**config.mk**
```make
export PLATFORM = sky130hd
export DESIGN_NAME = lfw_host_ctrl
export DESIGN_NICKNAME = d
export VERILOG_FILES = /design/src/design/lfw_pkg.sv /design/src/design/lfw_filt_if.sv /design/src/design/lfw_flag_filter.sv /design/src/design/lfw_host_ctrl.sv
export SDC_FILE = /design/constraint.sdc
export NUM_CORES = 1
export LEC_CHECK = 0
export BUFFER_PORTS_ARGS = -buffer_cell sky130_fd_sc_hd__buf_2
export CORE_MARGIN = 2
export CORE_UTILIZATION = 50
export CTS_BUF_LIST = sky130_fd_sc_hd__clkbuf_16
export DETAILED_ROUTE_END_ITERATION = 7
export PLACE_DENSITY = 0.69
export RECOVER_POWER = 100
export SLEW_MARGIN = 20
export SYNTH_ARGS = -nofsm -noshare
export SYNTH_HDL_FRONTEND = slang
export SYNTH_SLANG_ARGS = --single-unit
```
**constraint.sdc**
```tcl
create_clock -name ref_clk_i -period 10.2 [get_ports ref_clk_i]
set_input_delay 1.02 -clock ref_clk_i [delete_from_list [all_inputs] [get_ports ref_clk_i]]
set_output_delay 1.02 -clock ref_clk_i [all_outputs]
set_load 0.05 [all_outputs]
```
**src/design/lfw_pkg.sv**
```systemverilog
// Package for the line fault and wake-up host controller.
// Holds the register map, field positions, reset values and timing counts.
// Assumes a 100 MHz block clock; every count is derived from a time in ns.
package lfw_pkg;

    // Register byte offsets on the Avalon-MM slave.
    localparam logic [3:0] LFW_OFS_CTRL   = 4'h0;
    localparam logic [3:0] LFW_OFS_STATUS = 4'h4;
    localparam logic [3:0] LFW_OFS_CMD    = 4'h8;
    localparam logic [3:0] LFW_OFS_LIMIT  = 4'hc;

    // Control register fields.
    localparam int LFW_CTRL_MAIN_EN   = 0;
    localparam int LFW_CTRL_AUX_EN    = 1;
    localparam int LFW_CTRL_MAIN_TX   = 2;
    localparam int LFW_CTRL_AUX_TX    = 3;
    localparam int LFW_CTRL_SLEW      = 4;
    localparam int LFW_CTRL_AUTO_DIS  = 5;
    localparam int LFW_CTRL_AUTO_ACK  = 6;
    localparam int LFW_CTRL_W         = 7;
    localparam logic [6:0] LFW_CTRL_RST = 7'h00;

    // Command register fields, write-one pulses.
    localparam int LFW_CMD_ACK        = 0;
    localparam int LFW_CMD_START_DONE = 1;
    localparam int LFW_CMD_LINK_OK    = 2;

    // Status register fields.
    localparam int LFW_ST_SHORT       = 0;
    localparam int LFW_ST_CONF        = 2;
    localparam int LFW_ST_THERMAL     = 4;
    localparam int LFW_ST_WAKE        = 5;
    localparam int LFW_ST_AUX_READY   = 6;
    localparam int LFW_ST_HOLD        = 7;
    localparam int LFW_ST_IGNORED     = 8;
    localparam int LFW_ST_RX          = 9;
    localparam int LFW_ST_BUSY        = 10;
    localparam int LFW_ST_COUNT       = 12;

    // Wake event limit register.
    localparam logic [3:0] LFW_LIMIT_RST = 4'h3;

    // Timing, each time as printed and its cycle count at the block clock.
    localparam int CLK_PERIOD_NS    = 10;
    localparam int FLAG_FILT_NS     = 80000;
    localparam int FLAG_FILT_CYC    =
        (FLAG_FILT_NS + CLK_PERIOD_NS - 1) / CLK_PERIOD_NS;
    localparam int AUX_LEAD_NS      = 3000000;
    localparam int AUX_LEAD_CYC     =
        (AUX_LEAD_NS + CLK_PERIOD_NS - 1) / CLK_PERIOD_NS;
    localparam int SHORT_CONFIRM_NS = 20000000;
    localparam int SHORT_CONFIRM_CYC =
        (SHORT_CONFIRM_NS + CLK_PERIOD_NS - 1) / CLK_PERIOD_NS;
    localparam int ACK_STEP_NS      = 2000;
    localparam int ACK_STEP_CYC     =
        (ACK_STEP_NS + CLK_PERIOD_NS - 1) / CLK_PERIOD_NS;

    localparam int LFW_CNT_W = 24;

    // Wake acknowledge handshake states.
    typedef enum logic [1:0] {
        HS_IDLE,
        HS_DROP,
        HS_TOGGLE
    } lfw_hs_state_t;

endpackage

```
**src/design/lfw_filt_if.sv**
```systemverilog
// Interface between the controller and its short flag filter.
// Carries the raw active-low flags in and the filtered flags out.
interface lfw_filt_if;
    logic       ce;
    logic [1:0] raw_n;
    logic [1:0] filt_n;

    modport ctl (output ce, output raw_n, input filt_n);
    modport flt (input ce, input raw_n, output filt_n);
endinterface

```
**src/design/lfw_flag_filter.sv**
```systemverilog
// Two-channel debounce for the active-low short flags.
// Assumes the raw flags are already synchronous to ref_clk_i.
module lfw_flag_filter
    import lfw_pkg::*;
#(
    parameter int FILT_CYC = FLAG_FILT_CYC
) (
    input  wire logic ref_clk_i,
    input  wire logic rst_i,
    lfw_filt_if.flt   fif
);

    logic [LFW_CNT_W-1:0] cnt_ff [2];
    logic [1:0]           filt_ff;
    logic [1:0]           hit;

    assign fif.filt_n = filt_ff;

    // A flag follows the raw level only once it has stood for FILT_CYC
    // cycles, so reflection spikes at each drive pulse are swallowed.
    for (genvar c = 0; c < 2; c++) begin : g_ch
        assign hit[c] = (cnt_ff[c] == LFW_CNT_W'(FILT_CYC - 1));

        always_ff @(posedge ref_clk_i or posedge rst_i) begin
            if (rst_i) begin
                cnt_ff[c]  <= '0;
                filt_ff[c] <= 1'b1;
            end else if (fif.ce) begin
                if (fif.raw_n[c] == filt_ff[c] || hit[c]) begin
                    cnt_ff[c] <= '0;
                end else begin
                    cnt_ff[c] <= cnt_ff[c] + 1'b1;
                end
                if (hit[c] && fif.raw_n[c] != filt_ff[c]) begin
                    filt_ff[c] <= fif.raw_n[c];
                end
            end
        end

        property p_filt_stable;
            @(posedge ref_clk_i) disable iff (rst_i)
            $changed(filt_ff[c]) |->
                $past(cnt_ff[c]) == LFW_CNT_W'(FILT_CYC - 1);
        endproperty
        a_filt_stable: assert property (p_filt_stable)
            else $error("Flag filter output moved before the hold time.");
    end

endmodule

```
**src/design/lfw_host_ctrl.sv**
```systemverilog
// Host controller for a two-driver line transceiver with fault and wake.
// Drives the enable and data pins, filters and times the short flags and
// acknowledges wake requests; software reaches it over Avalon-MM.
// Assumes all pin inputs are synchronous to ref_clk_i.
//
// Operation
// - Host filters both short flags for at least 80 us before use.
// - Host times how long a flag stays low and may disable that driver.
// - Host enables the other driver 3 ms before applying its data.
// - After a wake acknowledge, host keeps the aux driver out of loads.
// - Line master resends twice, one cycle time apart, then re-wakes.
// - Wake stays low until enable goes low and transmit bit toggles.
// - Host limits wake reactions when no communication follows them.
// - Link runs at 4.8, 38.4 or 230.4 kb/s; filters scale with it. Here the flag filter stays fixed at FILT_CYC cycles.
//
// Implementation choices: the placing of the registers and the Avalon-MM slave port.
module lfw_host_ctrl
    import lfw_pkg::*;
#(
    parameter int FILT_CYC  = FLAG_FILT_CYC,
    parameter int LEAD_CYC  = AUX_LEAD_CYC,
    parameter int SHORT_CYC = SHORT_CONFIRM_CYC
) (
    input  wire logic        ref_clk_i,
    input  wire logic        rst_i,
    input  wire logic        ce_i,
    input  wire logic [3:0]  avs_address_i,
    input  wire logic        avs_read_i,
    input  wire logic        avs_write_i,
    input  wire logic [3:0]  avs_byteenable_i,
    input  wire logic [31:0] avs_writedata_i,
    output logic      [31:0] avs_readdata_o,
    output logic             avs_waitrequest_o,
    input  wire logic        main_short_flag_n_i,
    input  wire logic        aux_short_flag_n_i,
    input  wire logic        wake_flag_n_i,
    input  wire logic        line_rx_bit_i,
    output logic             main_drive_enable_o,
    output logic             aux_drive_enable_o,
    output logic             main_tx_bit_o,
    output logic             aux_tx_bit_o,
    output logic             slew_select_o
);

    // Saturating increment for the wake event counter.
    function automatic logic [3:0] lfw_sat_inc(input logic [3:0] v);
        return (v == 4'hf) ? v : v + 4'h1;
    endfunction

    lfw_filt_if fif ();

    logic [LFW_CTRL_W-1:0] ctrl_ff;
    logic [3:0]            limit_ff;
    logic [3:0]            wake_cnt_ff;
    logic [1:0]            conf_ff;
    logic [LFW_CNT_W-1:0]  short_cnt_ff [2];
    logic [LFW_CNT_W-1:0]  lead_cnt_ff;
    logic [7:0]            step_cnt_ff;
    logic                  aux_ready_ff;
    logic                  hold_ff;
    logic                  wake_d_ff;
    lfw_hs_state_t         hs_ff;
    lfw_hs_state_t         nxt_hs;
    logic [31:0]           rdata_ff;
    logic                  wait_ff;
    logic                  main_en_ff, aux_en_ff, main_tx_ff, aux_tx_ff;
    logic                  slew_ff;

    // Filter the raw flags in the submodule.
    assign fif.ce    = ce_i;
    assign fif.raw_n = {aux_short_flag_n_i, main_short_flag_n_i};

    lfw_flag_filter #(.FILT_CYC(FILT_CYC)) u_filt (
        .ref_clk_i (ref_clk_i),
        .rst_i     (rst_i),
        .fif       (fif.flt)
    );

    // Bus decode; a write lands on the edge where waitrequest is seen low.
    wire       wr_go    = avs_write_i & ~wait_ff & avs_byteenable_i[0];
    wire       wr_ctrl  = wr_go & (avs_address_i == LFW_OFS_CTRL);
    wire       wr_limit = wr_go & (avs_address_i == LFW_OFS_LIMIT);
    wire       wr_cmd   = wr_go & (avs_address_i == LFW_OFS_CMD);
    wire       cmd_ack  = wr_cmd & avs_writedata_i[LFW_CMD_ACK];
    wire       cmd_done = wr_cmd & avs_writedata_i[LFW_CMD_START_DONE];
    wire       cmd_ok   = wr_cmd & avs_writedata_i[LFW_CMD_LINK_OK];

    // Flag and wake decode.
    wire [1:0] short_on = ~fif.filt_n;
    wire       thermal  = &short_on;
    wire       wake_on  = ~wake_flag_n_i;
    wire       wake_new = wake_on & ~wake_d_ff;
    wire       limited  = wake_cnt_ff >= limit_ff;
    wire       auto_dis = ctrl_ff[LFW_CTRL_AUTO_DIS];
    wire       ack_req  = wake_on & (cmd_ack |
                          (ctrl_ff[LFW_CTRL_AUTO_ACK] & wake_new & ~limited));
    wire       step_end = step_cnt_ff == 8'(ACK_STEP_CYC - 1);
    wire       lead_end = lead_cnt_ff == LFW_CNT_W'(LEAD_CYC - 1);
    wire       hs_busy  = hs_ff != HS_IDLE;

    // Next pin levels; a handshake overrides the main driver pins.
    wire nxt_main_en = ~hs_busy & ctrl_ff[LFW_CTRL_MAIN_EN] &
                       ~(auto_dis & conf_ff[0]);
    wire nxt_main_tx = (hs_ff == HS_TOGGLE) ? ~ctrl_ff[LFW_CTRL_MAIN_TX]
                                            : ctrl_ff[LFW_CTRL_MAIN_TX];
    wire nxt_aux_en  = ctrl_ff[LFW_CTRL_AUX_EN] & ~hold_ff &
                       ~(auto_dis & conf_ff[1]);
    // Aux data falls with its enable, so it never stands on a driver that
    // a hold or a confirmed short has just switched off.
    wire nxt_aux_tx  = aux_ready_ff & nxt_aux_en &
                       ctrl_ff[LFW_CTRL_AUX_TX];

    // Read data assembly.
    wire [31:0] status_w = {16'h0000, wake_cnt_ff, 1'b0, hs_busy,
                            line_rx_bit_i, limited, hold_ff, aux_ready_ff,
                            wake_on, thermal, conf_ff, short_on};
    wire [31:0] nxt_rdata =
        (avs_address_i == LFW_OFS_CTRL)   ? {25'h0, ctrl_ff}  :
        (avs_address_i == LFW_OFS_STATUS) ? status_w          :
        (avs_address_i == LFW_OFS_LIMIT)  ? {28'h0, limit_ff} : 32'h0;

    // Handshake: drop the enable, toggle the data bit, then restore it.
    always_comb begin
        nxt_hs = hs_ff;
        unique case (hs_ff)
            HS_IDLE:   if (ack_req) nxt_hs = HS_DROP;
            HS_DROP:   if (step_end) nxt_hs = HS_TOGGLE;
            HS_TOGGLE: if (step_end) nxt_hs = HS_IDLE;
        endcase
    end

    // Slave answer: one wait cycle, then data and waitrequest low together.
    always_ff @(posedge ref_clk_i or posedge rst_i) begin
        if (rst_i) begin
            wait_ff  <= 1'b1;
            rdata_ff <= 32'h0;
        end else if (ce_i) begin
            wait_ff  <= ~((avs_read_i | avs_write_i) & wait_ff);
            rdata_ff <= (avs_read_i & wait_ff) ? nxt_rdata : rdata_ff;
        end
    end

    // Software registers; a hardware set of the hold beats a clear.
    always_ff @(posedge ref_clk_i or posedge rst_i) begin
        if (rst_i) begin
            ctrl_ff  <= LFW_CTRL_RST;
            limit_ff <= LFW_LIMIT_RST;
            hold_ff  <= 1'b0;
        end else if (ce_i) begin
            if (wr_ctrl) ctrl_ff <= avs_writedata_i[LFW_CTRL_W-1:0];
            if (wr_limit) limit_ff <= avs_writedata_i[3:0];
            if (hs_ff == HS_TOGGLE && step_end) begin
                hold_ff <= 1'b1;
            end else if (cmd_done) begin
                hold_ff <= 1'b0;
            end
        end
    end

    // Wake counting; link success clears it unless a wake lands now.
    always_ff @(posedge ref_clk_i or posedge rst_i) begin
        if (rst_i) begin
            wake_d_ff   <= 1'b0;
            wake_cnt_ff <= 4'h0;
        end else if (ce_i) begin
            wake_d_ff <= wake_on;
            if (wake_new) begin
                wake_cnt_ff <= lfw_sat_inc(wake_cnt_ff);
            end else if (cmd_ok) begin
                wake_cnt_ff <= 4'h0;
            end
        end
    end

    // Handshake state and its step timer.
    always_ff @(posedge ref_clk_i or posedge rst_i) begin
        if (rst_i) begin
            hs_ff       <= HS_IDLE;
            step_cnt_ff <= 8'h00;
        end else if (ce_i) begin
            hs_ff       <= nxt_hs;
            step_cnt_ff <= (nxt_hs != hs_ff || !hs_busy) ? 8'h00
                                                         : step_cnt_ff + 8'h01;
        end
    end

    // Short timing per driver; thermal shutdown is not counted as a short,
    // so a hot die never latches a driver off by itself.
    for (genvar c = 0; c < 2; c++) begin : g_short
        wire run = short_on[c] & ~thermal;
        wire hit = short_cnt_ff[c] == LFW_CNT_W'(SHORT_CYC - 1);
        always_ff @(posedge ref_clk_i or posedge rst_i) begin
            if (rst_i) begin
                short_cnt_ff[c] <= '0;
                conf_ff[c]      <= 1'b0;
            end else if (ce_i) begin
                short_cnt_ff[c] <= (run && !hit) ? short_cnt_ff[c] + 1'b1
                                                 : '0;
                if (run && hit) begin
                    conf_ff[c] <= 1'b1;
                end else if (cmd_ok) begin
                    conf_ff[c] <= 1'b0;
                end
            end
        end
    end

    // Aux lead timer: data waits until the driver has been on long enough.
    always_ff @(posedge ref_clk_i or posedge rst_i) begin
        if (rst_i) begin
            lead_cnt_ff  <= '0;
            aux_ready_ff <= 1'b0;
        end else if (ce_i) begin
            if (!aux_en_ff) begin
                lead_cnt_ff  <= '0;
                aux_ready_ff <= 1'b0;
            end else if (!aux_ready_ff) begin
                lead_cnt_ff  <= lead_cnt_ff + 1'b1;
                aux_ready_ff <= lead_end;
            end
        end
    end

    // Pin flip-flops.
    always_ff @(posedge ref_clk_i or posedge rst_i) begin
        if (rst_i) begin
            main_en_ff <= 1'b0;
            aux_en_ff  <= 1'b0;
            main_tx_ff <= 1'b0;
            aux_tx_ff  <= 1'b0;
            slew_ff    <= 1'b0;
        end else if (ce_i) begin
            main_en_ff <= nxt_main_en;
            aux_en_ff  <= nxt_aux_en;
            main_tx_ff <= nxt_main_tx;
            aux_tx_ff  <= nxt_aux_tx;
            slew_ff    <= ctrl_ff[LFW_CTRL_SLEW];
        end
    end

    assign avs_readdata_o      = rdata_ff;
    assign avs_waitrequest_o   = wait_ff;
    assign main_drive_enable_o = main_en_ff;
    assign aux_drive_enable_o  = aux_en_ff;
    assign main_tx_bit_o       = main_tx_ff;
    assign aux_tx_bit_o        = aux_tx_ff;
    assign slew_select_o       = slew_ff;

    property p_aux_lead;
        @(posedge ref_clk_i) disable iff (rst_i)
        aux_tx_bit_o |-> aux_drive_enable_o && $past(aux_ready_ff);
    endproperty
    a_aux_lead: assert property (p_aux_lead)
        else $error("Aux data applied before the lead time.");

    property p_lead_count;
        @(posedge ref_clk_i) disable iff (rst_i)
        $rose(aux_ready_ff) |-> $past(lead_cnt_ff) == LFW_CNT_W'(LEAD_CYC - 1);
    endproperty
    a_lead_count: assert property (p_lead_count)
        else $error("Aux ready raised at the wrong count.");

    property p_hold_aux;
        @(posedge ref_clk_i) disable iff (rst_i || !ce_i)
        hold_ff |=> !aux_drive_enable_o;
    endproperty
    a_hold_aux: assert property (p_hold_aux)
        else $error("Aux driver enabled during link start-up.");

    property p_hs_toggle;
        @(posedge ref_clk_i) disable iff (rst_i || !ce_i)
        (hs_ff == HS_DROP) ##1 (hs_ff == HS_TOGGLE) |=>
            !main_drive_enable_o && $changed(main_tx_bit_o);
    endproperty
    a_hs_toggle: assert property (p_hs_toggle)
        else $error("Handshake toggled data without enable low.");

    property p_hs_enable;
        @(posedge ref_clk_i) disable iff (rst_i || !ce_i)
        hs_busy |=> !main_drive_enable_o;
    endproperty
    a_hs_enable: assert property (p_hs_enable)
        else $error("Main enable high during the handshake.");

    property p_short_disable;
        @(posedge ref_clk_i) disable iff (rst_i || !ce_i)
        conf_ff[0] && auto_dis |=> !main_drive_enable_o;
    endproperty
    a_short_disable: assert property (p_short_disable)
        else $error("Confirmed short did not disable the main driver.");

    property p_conf_time;
        @(posedge ref_clk_i) disable iff (rst_i)
        $rose(conf_ff[1]) |-> $past(short_cnt_ff[1]) ==
            LFW_CNT_W'(SHORT_CYC - 1) && $past(short_on[1]);
    endproperty
    a_conf_time: assert property (p_conf_time)
        else $error("Short confirmed before the timing limit.");

    property p_limit;
        @(posedge ref_clk_i) disable iff (rst_i || !ce_i)
        wake_new && limited && !cmd_ack && !hs_busy |=> hs_ff == HS_IDLE;
    endproperty
    a_limit: assert property (p_limit)
        else $error("Wake acknowledged beyond the event limit.");

    property p_bus_answer;
        @(posedge ref_clk_i) disable iff (rst_i || !ce_i)
        (avs_read_i || avs_write_i) && wait_ff |=> !avs_waitrequest_o;
    endproperty
    a_bus_answer: assert property (p_bus_answer)
        else $error("Bus answer missing after one wait cycle.");

    c_handshake: cover property (@(posedge ref_clk_i) disable iff (rst_i)
        hs_ff == HS_TOGGLE ##1 hs_ff == HS_IDLE);
    c_confirm: cover property (@(posedge ref_clk_i) disable iff (rst_i)
        $rose(conf_ff[0]));
    c_thermal: cover property (@(posedge ref_clk_i) disable iff (rst_i)
        $rose(thermal));
    c_aux_ready: cover property (@(posedge ref_clk_i) disable iff (rst_i)
        $rose(aux_ready_ff));

endmodule

```
## Yosys cells after proc, flatten, opt, wreduce, memory -nomap -nowiden

Index checks and enable logic that the tools add are counted.

| operators by class | value |
|---|---|
| reduce and logical (&&, ||, !) cells | 31 |
| equal/unequal tests | 19 |
| add/sub/neg operators | 7 |
| bitwise logic cells | 38 |
| order comparisons | 1 |
| multiplexer cells | 25 |

Operators with widths:

| kind | number |
|---|---|
| $mux W24 | 6 |
| $add A24 B1 Y24 const B | 5 |
| $eq A24 B13 Y1 const B | 2 |
| $eq A24 B21 Y1 const B | 2 |
| $mux W16 | 2 |
| $and A1 B1 Y1 | 24 |
| $eq A24 B19 Y1 const B | 1 |
| $reduce_and A2 Y1 | 10 |
| $mux W4 | 4 |
| $eq A4 B4 Y1 const B | 3 |
| $not A1 Y1 | 11 |
| $reduce_bool A2 Y1 | 5 |
| $add A8 B1 Y8 const B | 1 |
| $eq A8 B8 Y1 const B | 1 |
| $mux W1 | 8 |
| $mux W8 | 1 |
| $logic_and A1 B1 Y1 | 7 |
| $mux W2 | 3 |
| $pmux W2 S3 | 1 |
| $add A4 B1 Y4 const B | 1 |
| $eq A4 B3 Y1 const B | 1 |
| $ge A4 B4 Y1 | 1 |
| $logic_not A4 Y1 | 1 |
| $ne A2 B2 Y1 const B | 2 |
| other kinds (11) | 18 |

| storage, ports and cells | value |
|---|---|
| output and inout bits | 38 |
| register bits after elaboration | 190 |
| logic and storage cells | 145 |
| input bits | 49 |

## Depth between registers and ports, before layout

Gate-level depths: netlist of the first run.

| logic depth | value |
|---|---|
| depth after elaboration | 12 |
| gate-level depth with buffers | 8 |
| gate-level depth less buffers | 8 |

## By module

Synthesis of the first run repeated with hierarchy kept, for this count alone.

| second synthesis, totals | value |
|---|---|
| cells, all modules | 960 |
| area, all modules | 9161.3 um2 |

By module, submodules not included:

| module | seq. area each (um2) | area an instance (um2) | cells an instance | times used |
|---|---|---|---|---|
| lfw_host_ctrl | 3081.7 | 6598.8 | 691 | 1 |
| lfw_flag_filter | 1253.7 | 2562.5 | 269 | 1 |

## Worst setup path after synthesis of the first run

OpenSTA, ideal clock, no wires.

| path | value |
|---|---|
| path kind | in2reg |
| start point | input ce_i |
| end point | register short_cnt_ff[39] (netlist bit) |
| stages on the path | 6 |
| setup time | 0.078 ns |
| required time | 10.122 ns |
| path slack | 7.619 ns |
| buffers on the path | 1 |
| arrival time | 2.503 ns |
| cell sequence | buf_2 > nand3_1 > or4_4 > or2_4 > or3_1 > a21oi_1 |

RTL lines:

| element | RTL line | RTL |
|---|---|---|
| start, declared | lfw_host_ctrl.sv:26 | `input wire logic ce_i,` |
| end signal, assigned by index | lfw_host_ctrl.sv:197 | `short_cnt_ff[c] <= (run && !hit) ? short_cnt_ff[c] + 1'b1` |
| end, declared | lfw_host_ctrl.sv:56 | `logic [LFW_CNT_W-1:0] short_cnt_ff [2];` |

## Worst setup path in the final report of the first run

| path | value |
|---|---|
| start point | input ce_i |
| end point | register rdata_ff[0] (netlist: avs_readdata_o[0]) |

| between the ends | value |
|---|---|
| cells in the longest elaborated chain, start to end | 1 |

RTL lines:

| element | RTL line | RTL |
|---|---|---|
| $reduce_and A2 Y1 (no source line) | n/a |  |
| end signal, assigned | lfw_host_ctrl.sv:139 | `rdata_ff <= (avs_read_i & wait_ff) ? nxt_rdata : rdata_ff;` |
| end, declared | lfw_host_ctrl.sv:64 | `logic [31:0] rdata_ff;` |

No other way between the ends.
A chain may end at the register's enable or synchronous reset.

==> results of run 1 <==
[through the flow]
stage | setup WS [ps] | instances | power (mW) | util, % | hold WS, ps
finish | 4868 | 1201 | 1.608 | 56.09 | 482.2
global route | 4347 | 1201 | 1.679 | 56.09 | 517.9
CTS | 7203 | 1201 | 1.626 | 56.44 | 481.6
detailed placement | 6753 | 1169 | 0.9307 | 52.80 | 467.1
global placement | 6763 | 1169 | 0.9266 | 52.80 | 458.6
floorplan | 4500 | 945 | 0.8893 | - | 466.3
[final timing paths]
kind | cells past startpoint | startpoint | to
setup / recovery | 5 | ce_i | avs_readdata_o[0]
setup reg to reg | 8 | limit_ff[1] | step_cnt_ff[3]
min in group asynchronous | 2 | rst_i | lead_cnt_ff[21]
hold reg to reg | 2 | avs_readdata_o[12] | avs_readdata_o[12]
hold / removal | 2 | avs_readdata_o[12] | avs_readdata_o[12]
max in group asynchronous | 3 | rst_i | short_cnt_ff[40]
[state kept, by name, indices dropped and copies added, names as in the netlist, 4 cells and up]
name,flops
avs_readdata_o,15
ctrl_ff,7
lead_cnt_ff,24
limit_ff,4
short_cnt_ff,48
step_cnt_ff,8
u_filt.cnt_ff,48
wake_cnt_ff,4
[placed cells by master, fill, tap and decap left out, drive strengths merged, types with 14 or more instances in the layout]
master / instances
a21oi: 23
and3: 25
buf: 20
clkbuf: 41
conb: 17
dfrtp: 168
ha: 14
inv: 30
mux2: 17
nand2: 103
nand3: 48
nand4: 36
nor2: 132
nor3: 21
o21ai: 48
xnor2: 30
xor2: 73
[metal layers]
metal / GRT usage (%) / share of wire [%] / vias to the layer above
li1: - / - / 3236
met1: 25.15 / 48 / 3102
met2: 31.88 / 48 / 63
met3: 4.474 / 2.7 / 16
met4: 5.903 / 1.3 / 0
met5: 0 / 0 / -
[worst register-to-register path: stages, from the launching register on]
cell,delay [ps]
sky130_fd_sc_hd__dfstp_2,540
sky130_fd_sc_hd__inv_1,40
sky130_fd_sc_hd__ha_1,270
sky130_fd_sc_hd__o211ai_1,90
sky130_fd_sc_hd__o21ai_0,350
sky130_fd_sc_hd__o21ai_0,310
sky130_fd_sc_hd__a211oi_1,560
sky130_fd_sc_hd__nand2_1,270
sky130_fd_sc_hd__o221ai_1,240
[report_power, final]
part / switching [mW] / total, mW / internal, mW
Clock: 0.263 / 0.692 / 0.429
Combinational: 0.120 / 0.171 / 0.0507
Sequential: 0.0307 / 0.745 / 0.715
[logic make-up after synthesis]
logic type,after synthesis,synth area share [%]
AO/OA/AOI/OAI,109,7.408
XOR/XNOR,103,10.29
adder cells (fa/ha/maj),14,1.998
buffers and inverters,76,4.054
flip-flops,173,49.46
multiplexers,20,2.526
other,1,0.04278
AND/OR/NAND/NOR,433,24.22
[cell type report]
type	count	area, um^2
clock inverter	15	201.4
multi-input combinational	696	4111
timing repair buffer	44	195.2
clock buffer	17	425.4
tap	225	281.5
inverter	31	117.6
sequential	173	4335
fill	1511	7569
==> run summary, run 1 <==
Outcome
• finished, violations left — result of the run
• max-capacitance violations, max-slew violations — violations in the final reports

Final layout
• 1026 — total number of nets in the final design
• 10.29% — signed area change from the synthesized netlist to the final layout
• 9668 um^2 — Final Cell Area
• 7.480% — share of cells above drive strength 1
• 0 — n_diodes

Yosys
• 47.96% — portion of synthesized cell area occupied by the leading cell type
• sky130_fd_sc_hd__dfrtp_1 — cell with the most instances after synthesis
• 173 — post-synthesis sequential element count
• 49.46% — sequential share of the synthesized area
• sky130_fd_sc_hd__dfrtp_1 — post-synth top area cell
• sky130_fd_sc_hd__dfrtp_1 48%, sky130_fd_sc_hd__xor2_1 7.3%, sky130_fd_sc_hd__nor2_1 5.7% — top area cells in the synthesized netlist
• 54 — count of different cell masters after synthesis
• 0 — number of synthesized flops with an enable pin
• 9.436 um^2 — Avg Cell Area, Syn
• 8766 um^2 — Syn Std Cell Area
• 0 — Yosys warning total
• sky130_fd_sc_hd__dfrtp_1 — most instantiated flip-flop cell in the synthesis netlist
• 100.0% — Async S/R FF share, synth
• 168 x sky130_fd_sc_hd__dfrtp_1, 132 x sky130_fd_sc_hd__nor2_1, 103 x sky130_fd_sc_hd__nand2_1, 73 x sky130_fd_sc_hd__xor2_1, 48 x sky130_fd_sc_hd__o21ai_0 — most frequent cells after synthesis
• 929 — synthesized netlist cell count

Place
• 9101 um^2 — area of placed instances
• 11190 um — dpl hpwl
• 0.8009 — final estimated routing congestion in global placement
• 41 — total of buffers placed on input and output ports

Setup path
• clkbuf_1 > clkbuf_1 > nand3_1 > nand2b_1 > o21ai_0 — cells along the critical path
• 76 — largest fanout of any net on the critical path
• 5670 ps — data arrival time of the critical path
• 10540 ps — critical path required time
• 2140 ps — delay of the slowest cell on the worst path
• 7420 ps — FF-to-FF setup slack
• buffers and inverters — kind of cell adding the most delay to the critical path
• primary input to flip-flop — critical setup path kind
• 2 — Worst Path Buf+Inv
• flip-flop — kind of end point of the critical path
• sky130_fd_sc_hd__clkbuf_1 — cell type of the slowest stage on the worst timing path
• primary input — crit path launch type
• sky130_fd_sc_hd__clkbuf_1 — crit-path most repeated cell

Floorplanning
• 136.4 um — overall die height
• 18610 um^2 — Die ar.
• 17240 um^2 — Core Footprint
• 48 — Core Rows
• 50.86% — Initial Utilization
• 136.4 um — Die X
• 87 — I/O pin count

Job
• 2 — count of maximum capacitance violations

Timing
• 9.972 ps — clk_skew
• 5332 ps — Min Clock Period, post-route
• 188 — fin. max-slew vios
• 0.1876 GHz — maximum clock frequency
• -224.5% — worst rel slew slack
• 52.27% — final period utilization
• 0 — final hold violations
• 4840 ps — transition time at the pin with the least slew margin
• 0 ps — setup tns final
• 0 — count of final setup violators
• false — setup repair after global routing missed its margin

Hold path
• flip-flop to flip-flop — hold crit path type

CTS
• 60 ps — clock slew at reported path FFs
• 0 — number of hold buffers added after cts
• 4 — maximum level of the CTS H-tree
• 2 — deepest clock path buffer count
• 430 ps — Clock Latency Late Sink
• 0 — post-CTS setup repair buffer count
• 0 — Resize count post-CTS
• sky130_fd_sc_hd__clkbuf_16 — clock tree root buffer cell
• built — CTS tree
• 173 — sinks on the clock net
• 17 — Inserted Clock Buffers

Global route
• 6227 — vias in the first global route
• 19.25% — Tot GR Track Use
• 0 — GRT Residual Overflow
• 28770 um — first-pass GRT wire length
• 111 — maximum number of pins on one net before global-route repair
• 0 — initial antenna violation count

Power
• 4.180 nW — Leakage
• 0.1299 mV — peak supply drop
• 166.3 nW/um^2 — power density normalized to cell area

Drt
• 13.97 um — post-detailed-route wirelength per cell
• 16770 um — sum of routed wire length over all layers
• 282 — DR iter-0 viols
• 0 — DRC Markers
• 4 — count of TritonRoute iterations in the first routing pass
• 0 — count of nets left with antenna violations after detail routing
• 6417 — routed via count
• 5.343 — routed via count divided by cell count

Note: power is estimated with default switching activity, not from simulation.
==> run 2: changes to the inputs <==
clock period = 5.1 ns   (was 10.2 ns; I/O delays follow)
==> run summary, run 2 (synthesized netlist as in run 1, its figures left out) <==
Outcome
• finished, violations left — result of the run, unchanged
• max-capacitance violations, max-slew violations — violations in the final reports, unchanged

Drt
• 0 — DRC Markers, unchanged
• 0 — count of nets left with antenna violations after detail routing, unchanged
• 6445 — routed via count, was 6417
• 14.20 um — post-detailed-route wirelength per cell, was 13.97 um
• 5.366 — routed via count divided by cell count, was 5.343
• 17050 um — sum of routed wire length over all layers, was 16770 um
• 431 — DR iter-0 viols, was 282
• 4 — count of TritonRoute iterations in the first routing pass, unchanged

Global route
• 1 — initial antenna violation count, was 0
• 6287 — vias in the first global route, was 6227
• 19.61% — Tot GR Track Use, was 19.25%
• 0 — GRT Residual Overflow, unchanged
• 29350 um — first-pass GRT wire length, was 28770 um
• 174 — maximum number of pins on one net before global-route repair, was 111

CTS
• 173 — sinks on the clock net, unchanged
• 430 ps — Clock Latency Late Sink, about the same
• 2 — deepest clock path buffer count, unchanged
• sky130_fd_sc_hd__clkbuf_16 — clock tree root buffer cell, unchanged
• 0 — number of hold buffers added after cts, unchanged
• 0 — Resize count post-CTS, unchanged
• 0 — post-CTS setup repair buffer count, unchanged
• built — CTS tree, unchanged
• 60 ps — clock slew at reported path FFs, about the same
• 17 — Inserted Clock Buffers, unchanged
• 4 — maximum level of the CTS H-tree, unchanged

Timing
• 1908 ps — transition time at the pin with the least slew margin, was 4840 ps
• 0 — final hold violations, unchanged
• false — setup repair after global routing missed its margin, unchanged
• 0.2877 GHz — maximum clock frequency
• 0 — count of final setup violators, unchanged
• 47 — fin. max-slew vios, was 188
• 68.16% — final period utilization
• 0 ps — setup tns final, unchanged
• -27.21% — worst rel slew slack, was -224.5%
• 3476 ps — Min Clock Period, post-route
• 1624 ps — final worst setup slack, was 4868 ps
• 12.03 ps — clk_skew, was 9.972 ps

Hold path
• wake_flag_n_i — critical hold path startpoint, was avs_readdata_o[12]
• 2 — number of cells traversed by the worst hold path, unchanged
• wake_d_ff — capture endpoint of the worst hold path, was avs_readdata_o[12]
• primary input to flip-flop — hold crit path type, was flip-flop to flip-flop

Floorplanning
• 136.4 um — overall die height, unchanged
• 48 — Core Rows, unchanged
• 17240 um^2 — Core Footprint, unchanged
• 136.4 um — Die X, unchanged
• 50.86% — Initial Utilization, unchanged
• 18610 um^2 — Die ar., unchanged
• 87 — I/O pin count, unchanged

Setup path
• primary input to flip-flop — critical setup path kind, unchanged
• 5450 ps — critical path required time, was 10540 ps
• 2420 ps — FF-to-FF setup slack, was 7420 ps
• limit_ff[1] — startpoint of the worst-slack reg-to-reg timing path, unchanged
• 8 — Worst Reg2Reg Path Length in Cells, unchanged
• 46 — largest fanout of any net on the critical path, was 76
• step_cnt_ff[3] — end of the worst register-to-register path, unchanged
• primary input — crit path launch type, unchanged
• flip-flop — kind of end point of the critical path, unchanged
• 3820 ps — data arrival time of the critical path, was 5670 ps

Place
• 41 — total of buffers placed on input and output ports, unchanged
• 11190 um — dpl hpwl, about the same
• 0.8149 — final estimated routing congestion in global placement, was 0.8009
• 2268 ps — worst-case setup slack after placement, was 6753 ps

Final layout
• 1542 — fillers, was 1511
• 0 — n_diodes, unchanged
• sky130_fd_sc_hd__dfrtp_1 — commonest non-fill, non-tap cell in the layout, unchanged
• 10.22% — signed area change from the synthesized netlist to the final layout, was 10.29%
• short_cnt_ff: 48 flops, u_filt.cnt_ff: 48 flops, lead_cnt_ff: 24 flops — Top Registers, unchanged
• 7.582% — share of cells above drive strength 1, was 7.480%
• 1026 — total number of nets in the final design, unchanged
• 168 x sky130_fd_sc_hd__dfrtp_1, 132 x sky130_fd_sc_hd__nor2_1, 103 x sky130_fd_sc_hd__nand2_1 — most frequent cells in the layout, unchanged

Power
• 4.186 nW — Leakage, was 4.180 nW
• 3.171 mW — overall power consumption, was 1.608 mW
• 328.2 nW/um^2 — power density normalized to cell area, was 166.3 nW/um^2
• 0.3168 mV — peak supply drop, was 0.1299 mV

Job
• 1 — count of maximum capacitance violations, was 2

## run 2: changes by cell type in the layout (fill, tap and decap cells not counted)
cell,change
sky130_fd_sc_hd__and2_0,-1
sky130_fd_sc_hd__and2_1,+1
sky130_fd_sc_hd__buf_12,+1
sky130_fd_sc_hd__buf_2,+1
sky130_fd_sc_hd__bufinv_16,-1
sky130_fd_sc_hd__clkbuf_1,-2
sky130_fd_sc_hd__clkinv_2,+1
sky130_fd_sc_hd__clkinv_4,+1
sky130_fd_sc_hd__clkinvlp_4,-1
sky130_fd_sc_hd__dfstp_1,+1
sky130_fd_sc_hd__dfstp_2,-1
sky130_fd_sc_hd__or2_0,+1
sky130_fd_sc_hd__or2_1,-1
## run 2: critical path, cell delays in order
cell	delay, ps
sky130_fd_sc_hd__clkbuf_1	1330
sky130_fd_sc_hd__nand4_1	450
sky130_fd_sc_hd__nor4_1	640
sky130_fd_sc_hd__nand4_1	290
sky130_fd_sc_hd__or3_1	410
sky130_fd_sc_hd__a21oi_1	150
## run 2: power breakdown
part           internal (mW)  leakage [nW]  total, mW  switching (mW)
Sequential              1.43          2.37       1.49          0.0610
Clock                  0.808         0.292       1.33           0.527
Combinational          0.103          1.52      0.347           0.244
## run 2: metrics by stage
step / hold slack, ps / area, um^2 / util [%] / std cells
after global placement: 457.2 / 9112 / 52.87 / 1169
final: 307.0 / 9662 / 56.05 / 1201
after CTS: 294.0 / 9716 / 56.37 / 1201
after floorplan: 466.3 / 8830 / - / 945
after global routing: 296.1 / 9662 / 56.05 / 1201
after detailed placement: 464.7 / 9112 / 52.87 / 1169
## run 2: area by class of cell
type	count	area [um^2]	area share, %
inverter	31	117.6	1.217
timing repair buffer	44	212.7	2.202
tap	225	281.5	2.914
multi-input combinational	696	4111	42.55
clock buffer	17	425.4	4.403
clock inverter	15	177.7	1.839
sequential	173	4335	44.87
## run 2: layer usage
layer | GRT usage [%] | share of wire [%] | routed length, um
met3 | 4.847 | 2.7 | 458
met4 | 5.498 | 1.2 | 204
met5 | 0 | 0 | 0
met1 | 26.19 | 49 | 8276
met2 | 31.85 | 48 | 8111
## run 2: worst max-delay path by stage
stage | from | end
global route | ce_i | avs_readdata_o[3]
global placement | ce_i | short_cnt_ff[46]
floorplan | rst_i | aux_drive_enable_o
CTS | limit_ff[1] | step_cnt_ff[3]
finish | ce_i | short_cnt_ff[46]
detailed placement | ce_i | short_cnt_ff[46]
